<file path="config.mk">
export PLATFORM = sky130hd
export DESIGN_NAME = plh_fsm
export DESIGN_NICKNAME = d
export VERILOG_FILES = /design/src/plh_pkg.sv /design/src/plh_tmr_if.sv /design/src/plh_timer.sv /design/src/plh_pto_cnt.sv /design/src/plh_fsm.sv
export SDC_FILE = /design/constraint.sdc
export NUM_CORES = 1
export LEC_CHECK = 0
export BUFFER_PORTS_ARGS = -buffer_cell sky130_fd_sc_hd__buf_2
export CAP_MARGIN = 20
export CORE_MARGIN = 2
export CORE_UTILIZATION = 45
export CTS_CLUSTER_SIZE = 16
export DETAILED_ROUTE_END_ITERATION = 6
export HOLD_SLACK_MARGIN = 0.02
export PLACE_DENSITY_LB_ADDON = 0.12
export SYNTH_ARGS = -nofsm -noshare
export SYNTH_HDL_FRONTEND = slang
export SYNTH_SLANG_ARGS = --single-unit
export TNS_END_PERCENT = 30
</file>
<file path="constraint.sdc">
create_clock -name i_clk -period 2.9 [get_ports i_clk]
set_input_delay 0.145 -clock i_clk [delete_from_list [all_inputs] [get_ports i_clk]]
set_output_delay 0.145 -clock i_clk [all_outputs]
set_load 0.02 [all_outputs]
</file>
<file path="src/plh_pkg.sv">
package plh_pkg;
  localparam int CLK_MHZ = 125;
  localparam int HS_TIMEOUT_MS = 360;
  localparam int SILENT_US = 60;
  localparam int LFPS_RDY_US = 80;
  localparam int HS_TIMEOUT_CYC = HS_TIMEOUT_MS * 1000 * CLK_MHZ;
  localparam int SILENT_CYC = SILENT_US * CLK_MHZ;
  localparam int LFPS_RDY_CYC = LFPS_RDY_US * CLK_MHZ;
  localparam int TMR_W = 26;
  localparam int RDY_W = 14;
  localparam logic [4:0] TX_MIN_BASE = 5'h10;
  localparam logic [4:0] TX_NO_SCD = 5'h14;
  localparam logic [4:0] NOSIG_MAX = 5'h10;
  localparam logic [4:0] RX_CONSEC = 5'h02;
  localparam logic [4:0] AFTER_BASE = 5'h04;
  localparam logic [4:0] AFTER_SCD = 5'h02;
  localparam logic [1:0] PTO_MAX = 2'h2;

  typedef enum logic [2:0] {
    ST_IDLE = 3'h1,
    ST_LFPS = 3'h2,
    ST_PLUS = 3'h4
  } plh_state_t;

  typedef enum logic [1:0] {
    TX_OFF = 2'h0,
    TX_LFPS = 2'h1,
    TX_SCD1 = 2'h2,
    TX_SCD2 = 2'h3
  } plh_tx_t;

  typedef enum logic [2:0] {
    EX_NONE = 3'h0,
    EX_RXEQ = 3'h1,
    EX_PORTMATCH = 3'h2,
    EX_CMPL = 3'h3,
    EX_RXDET = 3'h4,
    EX_INACTIVE = 3'h5,
    EX_DISABLED = 3'h6
  } plh_exit_t;

  // Saturating increment shared by all burst counters
  function automatic logic [4:0] plh_sat(input logic [4:0] v, input logic [4:0] lim);
    return (v >= lim) ? lim : 5'(v + 5'h01);
  endfunction : plh_sat
endpackage : plh_pkg

</file>
<file path="src/plh_tmr_if.sv">
interface plh_tmr_if;
  logic run;
  logic expired;
  modport ctl (output run, input expired);
  modport tmr (input run, output expired);
endinterface : plh_tmr_if

</file>
<file path="src/plh_timer.sv">
module plh_timer #(
  parameter int unsigned LIMIT = 1
) (
  input wire logic i_clk,
  input wire logic i_srst,
  plh_tmr_if.tmr tif
);
  localparam int W = plh_pkg::TMR_W;
  localparam logic [W-1:0] LIM = W'(LIMIT);
  logic [W-1:0] cnt_q;

  // Restarts whenever run drops; holds at the limit once expired
  always_ff @(posedge i_clk) begin
    if (i_srst || !tif.run) begin
      cnt_q <= '0;
    end else if (cnt_q != LIM) begin
      cnt_q <= W'(cnt_q + 1'b1);
    end
  end

  assign tif.expired = tif.run && (cnt_q == LIM);
endmodule : plh_timer

</file>
<file path="src/plh_pto_cnt.sv">
module plh_pto_cnt (
  input wire logic i_clk,
  input wire logic i_srst,
  input wire logic i_inc,
  input wire logic i_clr,
  output logic [1:0] o_cnt
);
  logic [1:0] cnt_q;

  // An increment in the same cycle as a clear wins
  always_ff @(posedge i_clk) begin
    if (i_srst) begin
      cnt_q <= 2'h0;
    end else if (i_inc) begin
      cnt_q <= (cnt_q == plh_pkg::PTO_MAX) ? plh_pkg::PTO_MAX : 2'(cnt_q + 2'h1);
    end else if (i_clr) begin
      cnt_q <= 2'h0;
    end
  end

  assign o_cnt = cnt_q;
endmodule : plh_pto_cnt

</file>
<file path="src/plh_fsm.sv">
module plh_fsm #(
  parameter int unsigned P_HS_CYC = plh_pkg::HS_TIMEOUT_CYC,
  parameter int unsigned P_SILENT_CYC = plh_pkg::SILENT_CYC,
  parameter int unsigned P_RDY_CYC = plh_pkg::LFPS_RDY_CYC
) (
  input wire logic i_clk,
  input wire logic i_srst,
  input wire logic i_is_dfp,
  input wire logic i_is_hub,
  input wire logic i_ssp_cap,
  input wire logic i_enter,
  input wire logic i_lfps_ready,
  input wire logic i_warm_rst,
  input wire logic i_dir_disable,
  input wire logic i_cmpl_dir,
  input wire logic i_us_warm_rst,
  input wire logic i_exit_u0,
  input wire logic i_term_removed,
  input wire logic i_tx_done,
  input wire logic i_rx_burst,
  input wire logic i_rx_sig_scd1,
  input wire logic i_rx_sig_scd2,
  input wire logic i_rx_seq_scd1,
  input wire logic i_rx_seq_scd2,
  input wire logic i_rx_lfps_active,
  output logic [2:0] o_state,
  output logic o_lfps_rx_en,
  output logic o_lfps_late,
  output logic [1:0] o_tx_mode,
  output logic o_ssp,
  output logic o_exit_vld,
  output logic [2:0] o_exit_code,
  output logic o_cmpl_en,
  output logic o_trained,
  output logic [1:0] o_pto_cnt
);
  plh_pkg::plh_state_t st_q;
  plh_pkg::plh_exit_t ex_d, ex_q;
  plh_pkg::plh_tx_t tx_mode_d, tx_mode_q;
  logic to_d, to_q, to_plus, success;
  logic ssp_q, fb_q, cmpl_q, trained_q, late_q, base_hs_q;
  logic got_q, seen_q;
  logic [4:0] tx_q, rx_q, after_q, nosig_q;
  logic [plh_pkg::RDY_W-1:0] rdy_q;
  logic active, silent, hs_exp, sig_now, base_ok, scd_ok, lfps_drop, plus_drop;

  plh_tmr_if hs_tif();
  plh_tmr_if sil_tif();

  assign active = (st_q != plh_pkg::ST_IDLE);
  assign hs_tif.run = active;
  assign sil_tif.run = active && ssp_q && base_hs_q && !i_rx_lfps_active;
  assign hs_exp = hs_tif.expired;
  assign silent = sil_tif.expired;

  plh_timer #(.LIMIT(P_HS_CYC)) u_hs_tmr (
    .i_clk(i_clk),
    .i_srst(i_srst),
    .tif(hs_tif.tmr)
  );

  plh_timer #(.LIMIT(P_SILENT_CYC)) u_sil_tmr (
    .i_clk(i_clk),
    .i_srst(i_srst),
    .tif(sil_tif.tmr)
  );

  plh_pto_cnt u_pto (
    .i_clk(i_clk),
    .i_srst(i_srst),
    .i_inc(to_q && i_is_dfp && (ex_q == plh_pkg::EX_RXDET)),
    .i_clr(i_us_warm_rst || i_exit_u0 || i_term_removed ||
           (ex_q == plh_pkg::EX_INACTIVE) || (ex_q == plh_pkg::EX_DISABLED)),
    .o_cnt(o_pto_cnt)
  );

  assign base_ok = (tx_q >= plh_pkg::TX_MIN_BASE) && (rx_q >= plh_pkg::RX_CONSEC) &&
                   (after_q >= plh_pkg::AFTER_BASE);
  assign scd_ok = got_q && (after_q >= plh_pkg::AFTER_SCD);
  assign lfps_drop = (rx_q >= plh_pkg::RX_CONSEC) && (tx_q >= plh_pkg::TX_NO_SCD) &&
                     !seen_q && silent;
  assign plus_drop = silent && (tx_q >= plh_pkg::TX_NO_SCD) && !seen_q;
  assign sig_now = (st_q == plh_pkg::ST_LFPS) ? i_rx_sig_scd1 : i_rx_sig_scd2;

  // Exit selection: directives first, then handshakes, then the timeout
  always_comb begin
    ex_d = plh_pkg::EX_NONE;
    to_d = 1'b0;
    to_plus = 1'b0;
    case (st_q)
      plh_pkg::ST_LFPS, plh_pkg::ST_PLUS: begin
        if (i_is_dfp && i_dir_disable) begin
          ex_d = plh_pkg::EX_DISABLED;
        end else if (i_warm_rst) begin
          ex_d = plh_pkg::EX_RXDET;
        end else if (st_q == plh_pkg::ST_LFPS && !ssp_q && base_ok) begin
          ex_d = plh_pkg::EX_RXEQ;
        end else if (st_q == plh_pkg::ST_LFPS && ssp_q && scd_ok) begin
          to_plus = 1'b1;
        end else if (st_q == plh_pkg::ST_LFPS && ssp_q && lfps_drop) begin
          ex_d = plh_pkg::EX_RXEQ;
        end else if (st_q == plh_pkg::ST_PLUS && scd_ok) begin
          ex_d = plh_pkg::EX_PORTMATCH;
        end else if (st_q == plh_pkg::ST_PLUS && plus_drop) begin
          ex_d = plh_pkg::EX_RXEQ;
        end else if (hs_exp) begin
          to_d = 1'b1;
          if (i_is_dfp) begin
            if (st_q == plh_pkg::ST_LFPS && cmpl_q) begin
              ex_d = plh_pkg::EX_CMPL;
            end else if (o_pto_cnt == plh_pkg::PTO_MAX) begin
              ex_d = plh_pkg::EX_INACTIVE;
            end else begin
              ex_d = plh_pkg::EX_RXDET;
            end
          end else if (st_q == plh_pkg::ST_LFPS && !trained_q) begin
            ex_d = plh_pkg::EX_CMPL;
          end else begin
            ex_d = i_is_hub ? plh_pkg::EX_RXDET : plh_pkg::EX_DISABLED;
          end
        end
      end
      default: begin
      end
    endcase
  end

  assign success = to_plus || (ex_d == plh_pkg::EX_RXEQ);

  always_ff @(posedge i_clk) begin
    if (i_srst) begin
      st_q <= plh_pkg::ST_IDLE;
    end else begin
      case (st_q)
        plh_pkg::ST_IDLE: begin
          if (i_enter) begin
            st_q <= plh_pkg::ST_LFPS;
          end
        end
        plh_pkg::ST_LFPS: begin
          if (ex_d != plh_pkg::EX_NONE) begin
            st_q <= plh_pkg::ST_IDLE;
          end else if (to_plus) begin
            st_q <= plh_pkg::ST_PLUS;
          end
        end
        plh_pkg::ST_PLUS: begin
          if (ex_d != plh_pkg::EX_NONE) begin
            st_q <= plh_pkg::ST_IDLE;
          end
        end
        default: begin
          st_q <= plh_pkg::ST_IDLE;
        end
      endcase
    end
  end

  always_ff @(posedge i_clk) begin
    if (i_srst) begin
      ex_q <= plh_pkg::EX_NONE;
      to_q <= 1'b0;
    end else begin
      ex_q <= ex_d;
      to_q <= to_d;
    end
  end

  // Rate: a base-rate partner or a fallback in the LFPS substate drops the rate in the following cycle
  always_ff @(posedge i_clk) begin
    if (i_srst) begin
      ssp_q <= 1'b0;
      fb_q <= 1'b0;
    end else if (st_q == plh_pkg::ST_IDLE) begin
      fb_q <= 1'b0;
      if (i_enter) begin
        ssp_q <= i_ssp_cap;
      end
    end else begin
      if (ex_d == plh_pkg::EX_RXEQ) begin
        ssp_q <= 1'b0;
      end else if (st_q == plh_pkg::ST_LFPS && nosig_q >= plh_pkg::NOSIG_MAX) begin
        ssp_q <= 1'b0;
      end
      if (st_q == plh_pkg::ST_PLUS && nosig_q >= plh_pkg::NOSIG_MAX) begin
        fb_q <= 1'b1;
      end
    end
  end

  // Burst bookkeeping, cleared on entry to each substate and on fallback in the LFPS substate; rx_q only on entry to LFPS
  always_ff @(posedge i_clk) begin
    if (i_srst || !active || to_plus ||
        (st_q == plh_pkg::ST_LFPS && ssp_q && nosig_q >= plh_pkg::NOSIG_MAX)) begin
      tx_q <= 5'h00;
      after_q <= 5'h00;
      got_q <= 1'b0;
      seen_q <= 1'b0;
      nosig_q <= 5'h00;
      if (i_srst || !active) begin
        rx_q <= 5'h00;
      end
    end else begin
      if (i_tx_done) begin
        tx_q <= plh_pkg::plh_sat(tx_q, plh_pkg::TX_NO_SCD);
      end
      if (i_tx_done && got_q) begin
        after_q <= plh_pkg::plh_sat(after_q, plh_pkg::AFTER_BASE);
      end
      if (i_rx_burst) begin
        rx_q <= plh_pkg::plh_sat(rx_q, plh_pkg::RX_CONSEC);
        nosig_q <= sig_now ? 5'h00 : plh_pkg::plh_sat(nosig_q, plh_pkg::NOSIG_MAX);
      end
      if (!ssp_q) begin
        got_q <= got_q || i_rx_burst;
      end else if (st_q == plh_pkg::ST_LFPS) begin
        got_q <= got_q || i_rx_seq_scd1 || i_rx_seq_scd2;
        seen_q <= seen_q || i_rx_seq_scd1 || (i_rx_burst && i_rx_sig_scd1);
      end else begin
        got_q <= got_q || i_rx_seq_scd2;
        seen_q <= seen_q || i_rx_seq_scd2 || (i_rx_burst && i_rx_sig_scd2);
      end
    end
  end

  always_ff @(posedge i_clk) begin
    if (i_srst || !active) begin
      base_hs_q <= 1'b0;
    end else if (rx_q >= plh_pkg::RX_CONSEC) begin
      base_hs_q <= 1'b1;
    end
  end

  always_comb begin
    case (st_q)
      plh_pkg::ST_LFPS: begin
        if (!ssp_q) begin
          tx_mode_d = plh_pkg::TX_LFPS;
        end else if (i_is_dfp && cmpl_q) begin
          tx_mode_d = plh_pkg::TX_SCD2;
        end else begin
          tx_mode_d = plh_pkg::TX_SCD1;
        end
      end
      plh_pkg::ST_PLUS: tx_mode_d = fb_q ? plh_pkg::TX_LFPS : plh_pkg::TX_SCD2;
      default: tx_mode_d = plh_pkg::TX_OFF;
    endcase
  end

  always_ff @(posedge i_clk) begin
    if (i_srst) begin
      tx_mode_q <= plh_pkg::TX_OFF;
    end else begin
      tx_mode_q <= tx_mode_d;
    end
  end

  // Compliance path enable; a direction to enable wins over a clear
  always_ff @(posedge i_clk) begin
    if (i_srst) begin
      cmpl_q <= !i_is_dfp;
    end else begin
      if ((i_is_dfp && i_warm_rst) || success || ex_d == plh_pkg::EX_CMPL) begin
        cmpl_q <= 1'b0;
      end
      if (i_is_dfp && i_cmpl_dir) begin
        cmpl_q <= 1'b1;
      end
    end
  end

  always_ff @(posedge i_clk) begin
    if (i_srst) begin
      trained_q <= 1'b0;
    end else if (success) begin
      trained_q <= 1'b1;
    end
  end

  // Readiness watchdog for the low-frequency circuitry
  always_ff @(posedge i_clk) begin
    if (i_srst || !active) begin
      rdy_q <= '0;
      late_q <= 1'b0;
    end else if (!i_lfps_ready && !late_q && rdy_q != '1) begin
      rdy_q <= plh_pkg::RDY_W'(rdy_q + 1'b1);
      if (rdy_q == plh_pkg::RDY_W'(P_RDY_CYC - 1)) begin
        late_q <= 1'b1;
      end
    end
  end

  assign o_state = st_q;
  assign o_lfps_rx_en = active;
  assign o_lfps_late = late_q;
  assign o_tx_mode = tx_mode_q;
  assign o_ssp = ssp_q;
  assign o_exit_vld = (ex_q != plh_pkg::EX_NONE);
  assign o_exit_code = ex_q;
  assign o_cmpl_en = cmpl_q;
  assign o_trained = trained_q;

  property p_rx_en;
    @(posedge i_clk) disable iff (i_srst) (st_q == plh_pkg::ST_IDLE && i_enter) |=> o_lfps_rx_en;
  endproperty
  a_rx_en: assert property (p_rx_en) else $error("receiver not enabled on entry");

  property p_late;
    @(posedge i_clk) disable iff (i_srst)
      $rose(o_lfps_late) |-> $past(rdy_q) == plh_pkg::RDY_W'(P_RDY_CYC - 1);
  endproperty
  a_late: assert property (p_late) else $error("late flag at wrong count");

  property p_cmpl_rst;
    @(posedge i_clk) i_srst |=> (o_cmpl_en == !$past(i_is_dfp));
  endproperty
  a_cmpl_rst: assert property (p_cmpl_rst) else $error("compliance enable reset wrong");

  property p_rate_drop;
    @(posedge i_clk) disable iff (i_srst) (o_exit_code == plh_pkg::EX_RXEQ) |-> !o_ssp;
  endproperty
  a_rate_drop: assert property (p_rate_drop) else $error("rate not dropped at RxEQ exit");

  property p_cmpl_clr;
    @(posedge i_clk) disable iff (i_srst)
      (success && !(i_is_dfp && i_cmpl_dir)) |=> !o_cmpl_en;
  endproperty
  a_cmpl_clr: assert property (p_cmpl_clr) else $error("compliance enable kept");

  property p_ufp_cmpl;
    @(posedge i_clk) disable iff (i_srst)
      (o_exit_code == plh_pkg::EX_CMPL && !i_is_dfp) |-> !o_trained && $past(hs_exp);
  endproperty
  a_ufp_cmpl: assert property (p_ufp_cmpl) else $error("upstream compliance entry wrong");

  property p_dfp_cmpl;
    @(posedge i_clk) disable iff (i_srst)
      (o_exit_code == plh_pkg::EX_CMPL && i_is_dfp) |-> $past(o_cmpl_en);
  endproperty
  a_dfp_cmpl: assert property (p_dfp_cmpl) else $error("downstream compliance entry wrong");

  property p_inactive;
    @(posedge i_clk) disable iff (i_srst)
      (o_exit_code == plh_pkg::EX_INACTIVE) |-> o_pto_cnt == plh_pkg::PTO_MAX;
  endproperty
  a_inactive: assert property (p_inactive) else $error("inactive exit below count two");

  property p_pto_inc;
    @(posedge i_clk) disable iff (i_srst)
      (to_q && i_is_dfp && o_exit_code == plh_pkg::EX_RXDET) |=>
        o_pto_cnt == (($past(o_pto_cnt) == plh_pkg::PTO_MAX) ? plh_pkg::PTO_MAX :
                      2'($past(o_pto_cnt) + 2'h1));
  endproperty
  a_pto_inc: assert property (p_pto_inc) else $error("timeout count not advanced");
endmodule : plh_fsm

</file>
# --- Word-level counts from Yosys, hierarchy flattened ---
# Index checks and enable logic that the tools add are counted.
word_totals:
  ff_bits: 105
  latch_bits: 0
  ramBits: 0
  rom_bits: 0
  output_inout_bits: 16
  elab_cells: 183
  memories: 0
op_classes:
  addsub: 8
  multipliers: 0
  div_mod_pow: 0
  n_lt_le_gt_ge: 6
  n_eq_ne: 20
  n_shift: 0
  mux: 51
  n_bitwise: 1
  n_reduce_logical: 77
ops:
  columns: ["op", "count"]
  rows:
  - ["26-bit by 1-bit adder with 26-bit output (second input constant)", 2]
  - ["3-bit two-way mux", 16]
  - ["5-bit two-way mux", 8]
  - ["1-bit logical AND", 36]
  - ["26-bit by 13-bit == test with 1-bit output (second input constant)", 1]
  - ["26-bit == test (second input constant)", 1]
  - ["26-bit by 13-bit inequality test with 1-bit output (second input constant)", 1]
  - ["26-bit inequality test (second input constant)", 1]
  - ["5-bit by 1-bit adder with 5-bit output (second input constant)", 4]
  - ["1-bit logical OR", 19]
  - ["1-bit two-way mux", 19]
  - ["5-bit greater-or-equal comparator (second input constant)", 3]
  - ["14-bit by 1-bit adder with 14-bit output (second input constant)", 1]
  - ["14-bit == test (second input constant)", 1]
  - ["14-bit inequality test (second input constant)", 1]
  - ["3-bit == test (second input constant)", 4]
  - ["2-bit two-way mux", 6]
  - ["3-bit nonzero test", 4]
  - ["5-bit by 2-bit greater-or-equal comparator with 1-bit output (second input constant)", 2]
  - ["1-bit zero test", 9]
  - ["3-bit one-hot mux with 3 select lines", 1]
  - ["9-bit OR reduction", 1]
  - ["3-bit by 1-bit == test with 1-bit output (second input constant)", 2]
  - ["3-bit by 2-bit == test with 1-bit output (second input constant)", 2]
  - ["other kinds (12)", 18]

# --- Logic depth before layout (Yosys ltp) ---
depth:
  depth_word: 23
  depth_mapped: 9

# --- By module ---
# From an unflattened synthesis, not the netlist that was laid out.
hier_totals:
  hier_cells: 615
  hier_area_um2: 5327.6
by_module_without_submodules:
  columns: ["mod", "n_inst", "cells_each", "area_each_um2"]
  rows:
  - ["plh_fsm", 1, 290, 2521.2]
  - ["plh_timer at u_hs_tmr", 1, 153, 1366.3]
  - ["plh_timer at u_sil_tmr", 1, 163, 1347.5]
  - ["plh_pto_cnt", 1, 9, 92.6]

# --- Worst setup path before layout ---
# Ideal clock, no wire load.
synth_timing:
  kind: "register to register"
  start: "reg u_sil_tmr.cnt_q[0]"
  end: "reg cmpl_q (netlist: o_cmpl_en), enable pin"
  setup_ns: 0.305
  t_arrival_ns: 2.257
  slack_ns: 0.338
  path_stages_with_launch: 9
  path_buffers: 0
  period_less_slack_ns: 2.562
  path_cell_list: "dfxtp_1 inv_1 ha_1 or4b_4 or3_4 nor4_1 a21oi_1 o22a_2 a22oi_2"
synth_between:
  elab_chain_len: 18
synth_lines:
  columns: ["item", "line", "rtl"]
  rows:
  - ["start: declaration", "plh_timer.sv:10", "logic [W-1:0] cnt_q;"]
  - ["start signal: assignment", "plh_timer.sv:17", "cnt_q <= W'(cnt_q + 1'b1);"]
  - ["26-bit by 13-bit == test with 1-bit output (*)", "plh_timer.sv:21", "assign tif.expired = tif.run && (cnt_q == LIM);"]
  - ["1-bit logical AND (*)", "plh_timer.sv:21", null]
  - ["1-bit logical AND (2 in a row)", "plh_fsm.sv:82", "assign plus_drop = silent && (tx_q >= plh_pkg::TX_NO_SCD) && !seen_q;"]
  - ["1-bit logical AND", "plh_fsm.sv:104", "end else if (st_q == plh_pkg::ST_PLUS && plus_drop) begin"]
  - ["3-bit two-way mux", "plh_fsm.sv:104", null]
  - ["3-bit two-way mux", "plh_fsm.sv:102", "end else if (st_q == plh_pkg::ST_PLUS && scd_ok) begin"]
  - ["3-bit two-way mux (*)", "plh_fsm.sv:100", "end else if (st_q == plh_pkg::ST_LFPS && ssp_q && lfps_drop) begin"]
  - ["3-bit two-way mux (*)", "plh_fsm.sv:98", "end else if (st_q == plh_pkg::ST_LFPS && ssp_q && scd_ok) begin"]
  - ["3-bit two-way mux (*)", "plh_fsm.sv:96", "end else if (st_q == plh_pkg::ST_LFPS && !ssp_q && base_ok) begin"]
  - ["3-bit two-way mux (*)", "plh_fsm.sv:94", "end else if (i_warm_rst) begin"]
  - ["3-bit two-way mux (*)", "plh_fsm.sv:92", "if (i_is_dfp && i_dir_disable) begin"]
  - ["3-bit two-way mux (*)", "plh_fsm.sv:90", "case (st_q)"]
  - ["3-bit by 1-bit == test with 1-bit output", "plh_fsm.sv:128", "assign success = to_plus || (ex_d == plh_pkg::EX_RXEQ);"]
  - ["1-bit logical OR", "plh_fsm.sv:128", null]
  - ["1-bit logical OR", "plh_fsm.sv:263", "if ((i_is_dfp && i_warm_rst) || success || ex_d == plh_pkg::EX_CMPL) begin"]
  - ["1-bit logical OR (*)", "plh_fsm.sv:263", null]
  - ["3-bit nonzero test (no line) (*)", null, null]
  - ["end signal: assignment", "plh_fsm.sv:261", "cmpl_q <= !i_is_dfp;"]
  - ["end: declaration", "plh_fsm.sv:41", "logic ssp_q, fb_q, cmpl_q, trained_q, late_q, base_hs_q;"]
# Every way passes the cells marked *; elsewhere a longest branch is shown, timed or not.
# A chain may end at the register's enable or synchronous reset.

# --- Worst setup path in the final report ---
# Same ends and word-level chain as after synthesis.

==> results.rst <==
.. list-table::
   :header-rows: 1

   * - Metric
     - Value
   * - Result of the run
     - complete, no violations
   * - Sequential fraction of the synthesis area
     - 42.3%
   * - Post-synthesis adder-cell area fraction
     - 3.42%
   * - CTS H-tree depth
     - 3
   * - Data required time of the worst path
     - approximately 3 ns
   * - Setup total negative slack
     - 0 ns
   * - Final Core Density
     - ~53%
   * - Fin Clk Skew
     - 0.00624 ns
   * - Global route overflow
     - 0
   * - Number of buffers between clock root and the deepest sink
     - 2
   * - Number of synthesized flops with an enable pin
     - 6
   * - Number of antenna diodes
     - 0
   * - Cell row count
     - 38
   * - Number of global-route vias before repair
     - 3997
   * - Count of hold-fix buffers inserted at cts
     - 0
   * - Post-layout minimum cycle time
     - 2.74 ns
   * - Pin count of the biggest net entering global routing
     - 45
   * - Cells after DPL
     - 761
   * - Layout filler cell count
     - approximately 1.1k
   * - Clk sink count
     - 105
   * - Final Slew Violations
     - 0
   * - Final HPWL from detailed placement
     - 7.68 mm
   * - Worst reg2reg setup slack
     - 0.16 ns
   * - DRC viols
     - 0
   * - Number of gates resized after cts
     - 0
   * - Number of max-capacitance violations reported
     - 0
   * - Power density over the cells
     - 474 nW/µm²
   * - Part of the cycle the worst path needs
     - 94.5%
   * - Transition time at the pin with the least slew margin
     - ~0.76 ns
   * - Post-Syn Area per Cell
     - 8.69 µm²
   * - Total routing resource utilization after global routing
     - 17.3%
   * - Simple-Gate Fraction of Synth Area
     - 30.1%
   * - Worst endpoint data arrival time
     - approximately 2.8 ns
   * - First-pass GRT wire length
     - 17.8 mm
   * - Routed Antenna Nets
     - 0
   * - Class of the tightest hold or removal check
     - in -> reg
   * - Dominant register cell in the synthesized netlist
     - sky130_fd_sc_hd__dfxtp_1
   * - Startpoint types
     - register
   * - TritonCTS clock tree
     - done
   * - Clock input transition at the sequential cells of the worst setup and hold paths
     - around 0.060 ns
   * - Worst vdd rail ir drop
     - 0.000279 V
   * - Compound-cell area share of the yosys netlist
     - 10.8%
   * - Netlist cell types
     - 70
   * - Maximum fanout along the worst path
     - 5
   * - Unrepaired setup endpoints after global routing
     - false
   * - Count of buffers inserted at the top-level ports
     - 35
   * - Count of synthesis-stage warnings from yosys
     - 0
   * - Synth top area share
     - 38.7%
   * - Antenna violations before repair
     - 0
   * - NumNets Final
     - 666
   * - Initial Utilization
     - 46.6%
   * - Via total after detailed routing
     - 4133
   * - Commonest cells post-synth
     - sky130_fd_sc_hd__dfxtp_1 (99), sky130_fd_sc_hd__nor2_1 (97), sky130_fd_sc_hd__xor2_1 (38)
   * - Leakage power summed over all cells
     - 2.05 nW
   * - First-pass DRT Iterations
     - 4
   * - Final wirelength
     - 10.4 mm
   * - Synthesized flop and latch total
     - roughly 110
   * - Count of placed standard cells in the final layout, fillers left out
     - 776
   * - Critical Path End Type
     - register
   * - Via/cell ratio
     - roughly 5.3
   * - Worst slew slack as a fraction of its limit
     - 48.6%
   * - Overall die width
     - 111 µm
   * - Total Die Area
     - 12200 µm²
   * - Hold Fails Final Rpt
     - 0
   * - Later-pin clock latency in the skew report
     - 0.34 ns
   * - Post-synthesis async set-or-reset flop share
     - 0%
   * - Area of the core
     - 11000 µm²
   * - Synth Instances
     - about 590
   * - Initial DRC count
     - 202
   * - Total CTS buffers
     - 9
   * - Top-level I/O count
     - 36
   * - Combinational family with the most area after synthesis
     - simple AND/OR/NAND/NOR gates
   * - Master cell of the clock root buffer
     - sky130_fd_sc_hd__clkbuf_16
   * - Fraction of synthesized area in multiplexers
     - 1.22%
   * - Achievable clock frequency
     - 365 MHz
   * - Total setup buffers inserted after CTS
     - 0
   * - Finish-stage setup viols
     - 0
   * - Leading cell types by total area after synthesis
     - sky130_fd_sc_hd__dfxtp_1 (39%), sky130_fd_sc_hd__nor2_1 (7.1%), sky130_fd_sc_hd__xor2_1 (6.5%)
   * - Area growth from synthesis to layout
     - 12.9%
   * - Cell type with the largest total area after synthesis
     - sky130_fd_sc_hd__dfxtp_1
   * - Fraction of layout instances using a drive strength above 1
     - 12.1%
   * - Final GP Congestion
     - between 0.8 and 0.9
   * - Top-count cell post-synth
     - sky130_fd_sc_hd__dfxtp_1
   * - Synthesized-area fraction occupied by xor and xnor cells
     - 9.42%
   * - Critical path start-end classification
     - reg -> reg
   * - Netlist Area Pre-Place
     - 5120 µm²
   * - Average wire per cell in the routed design
     - 13.4 µm
   * - Die Height
     - around 110 µm
[final cells by class]
cell class / count / area, µm² / area share, %
clock buffer: 12 / 246 / 4.27
clock inverter: 3 / 16.3 / 0.282
inverter: 19 / 71.3 / 1.23
multi-input combinational: 449 / 2820 / 48.8
sequential: 105 / 2160 / 37.4
tap: 140 / 175 / 3.03
timing repair buffer: 48 / 285 / 4.94
[registers in the layout, summed over array words and instances, names as in the netlist]
register,flops
u_hs_tmr.cnt_q,26
u_sil_tmr.cnt_q,26
rdy_q,14
after_q,5
nosig_q,5
rx_q,5
tx_q,5
o_exit_code,3
o_state,3
o_tx_mode,2
u_pto.o_cnt,2
base_hs_q,1
fb_q,1
got_q,1
o_cmpl_en,1
o_lfps_late,1
o_ssp,1
o_trained,1
seen_q,1
to_q,1
[placed cells by master, fill, tap and decap left out, types with 13 or more instances in the layout]
cell type,instances
sky130_fd_sc_hd__xor2_1,38
sky130_fd_sc_hd__and3_1,13
sky130_fd_sc_hd__o21ai_0,14
sky130_fd_sc_hd__nor2_1,97
sky130_fd_sc_hd__a21oi_1,30
sky130_fd_sc_hd__nand3_1,30
sky130_fd_sc_hd__xnor2_1,17
sky130_fd_sc_hd__inv_1,19
sky130_fd_sc_hd__nand4_1,18
sky130_fd_sc_hd__or3_1,13
sky130_fd_sc_hd__ha_1,14
sky130_fd_sc_hd__nor3_1,20
sky130_fd_sc_hd__nand2_1,35
sky130_fd_sc_hd__buf_2,35
sky130_fd_sc_hd__dfxtp_1,99
[report_power, final]
part | internal, mW | switching [mW] | leakage [nW]
Sequential | 1.47 | 0.0149 | 0.864
Clock | 0.599 | 0.505 | 0.133
Combinational | 0.0572 | 0.0912 | 1.05
Total | 2.13 | 0.611 | 2.05
[metrics by stage]
stage	power [mW]	hold slack [ns]	setup WS [ns]	instance area, µm²
floorplan	1.61	0.311	0.338	5120
global route	2.85	0.115	0.0266	5780
finish	2.74	0.123	0.161	5780
global placement	1.67	0.448	0.240	5510
CTS	2.79	0.109	0.146	5780
detailed placement	1.67	0.452	0.163	5510
[per-layer routing]
metal / GRT usage (%) / share of wire, % / up-vias
met5: 0 / 0 / -
met4: 9.00 / 2.4 / 0
met3: 3.24 / 2.1 / 16
met2: 28.6 / 47 / 37
met1: 21.6 / 49 / 1922
li1: - / - / 2158
[critical path: stages (launching register included)]
cell,delay [ns]
sky130_fd_sc_hd__dfxtp_1,0.33
sky130_fd_sc_hd__inv_1,0.10
sky130_fd_sc_hd__ha_1,0.14
sky130_fd_sc_hd__or4b_4,0.46
sky130_fd_sc_hd__or3_4,0.41
sky130_fd_sc_hd__nor4_1,0.38
sky130_fd_sc_hd__a21oi_1,0.15
sky130_fd_sc_hd__o22a_2,0.29
sky130_fd_sc_hd__a22oi_2,0.19
[cell families after synthesis]
kind of cell,Yosys count
adder cells (fa/ha/maj),14
multiplexers,6
buffers and inverters,36
XOR/XNOR,55
other,1
AND/OR/NAND/NOR,293
AO/OA/AOI/OAI,79
flip-flops,105
[final timing paths]
kind / startpoint / end / cells after the start
worst min register to register: fb_q$_SDFFE_PP0P_ / fb_q$_SDFFE_PP0P_ / 2
worst max register to register: u_sil_tmr.cnt_q[0]$_SDFFE_PP0P_ / o_cmpl_en$_DFFE_PP_ / 8
worst min-delay path: i_dir_disable / o_exit_code[1]$_SDFF_PP0_ / 3
worst max-delay path: u_sil_tmr.cnt_q[0]$_SDFFE_PP0P_ / o_cmpl_en$_DFFE_PP_ / 8
Power figures use the tool's default switching activity.
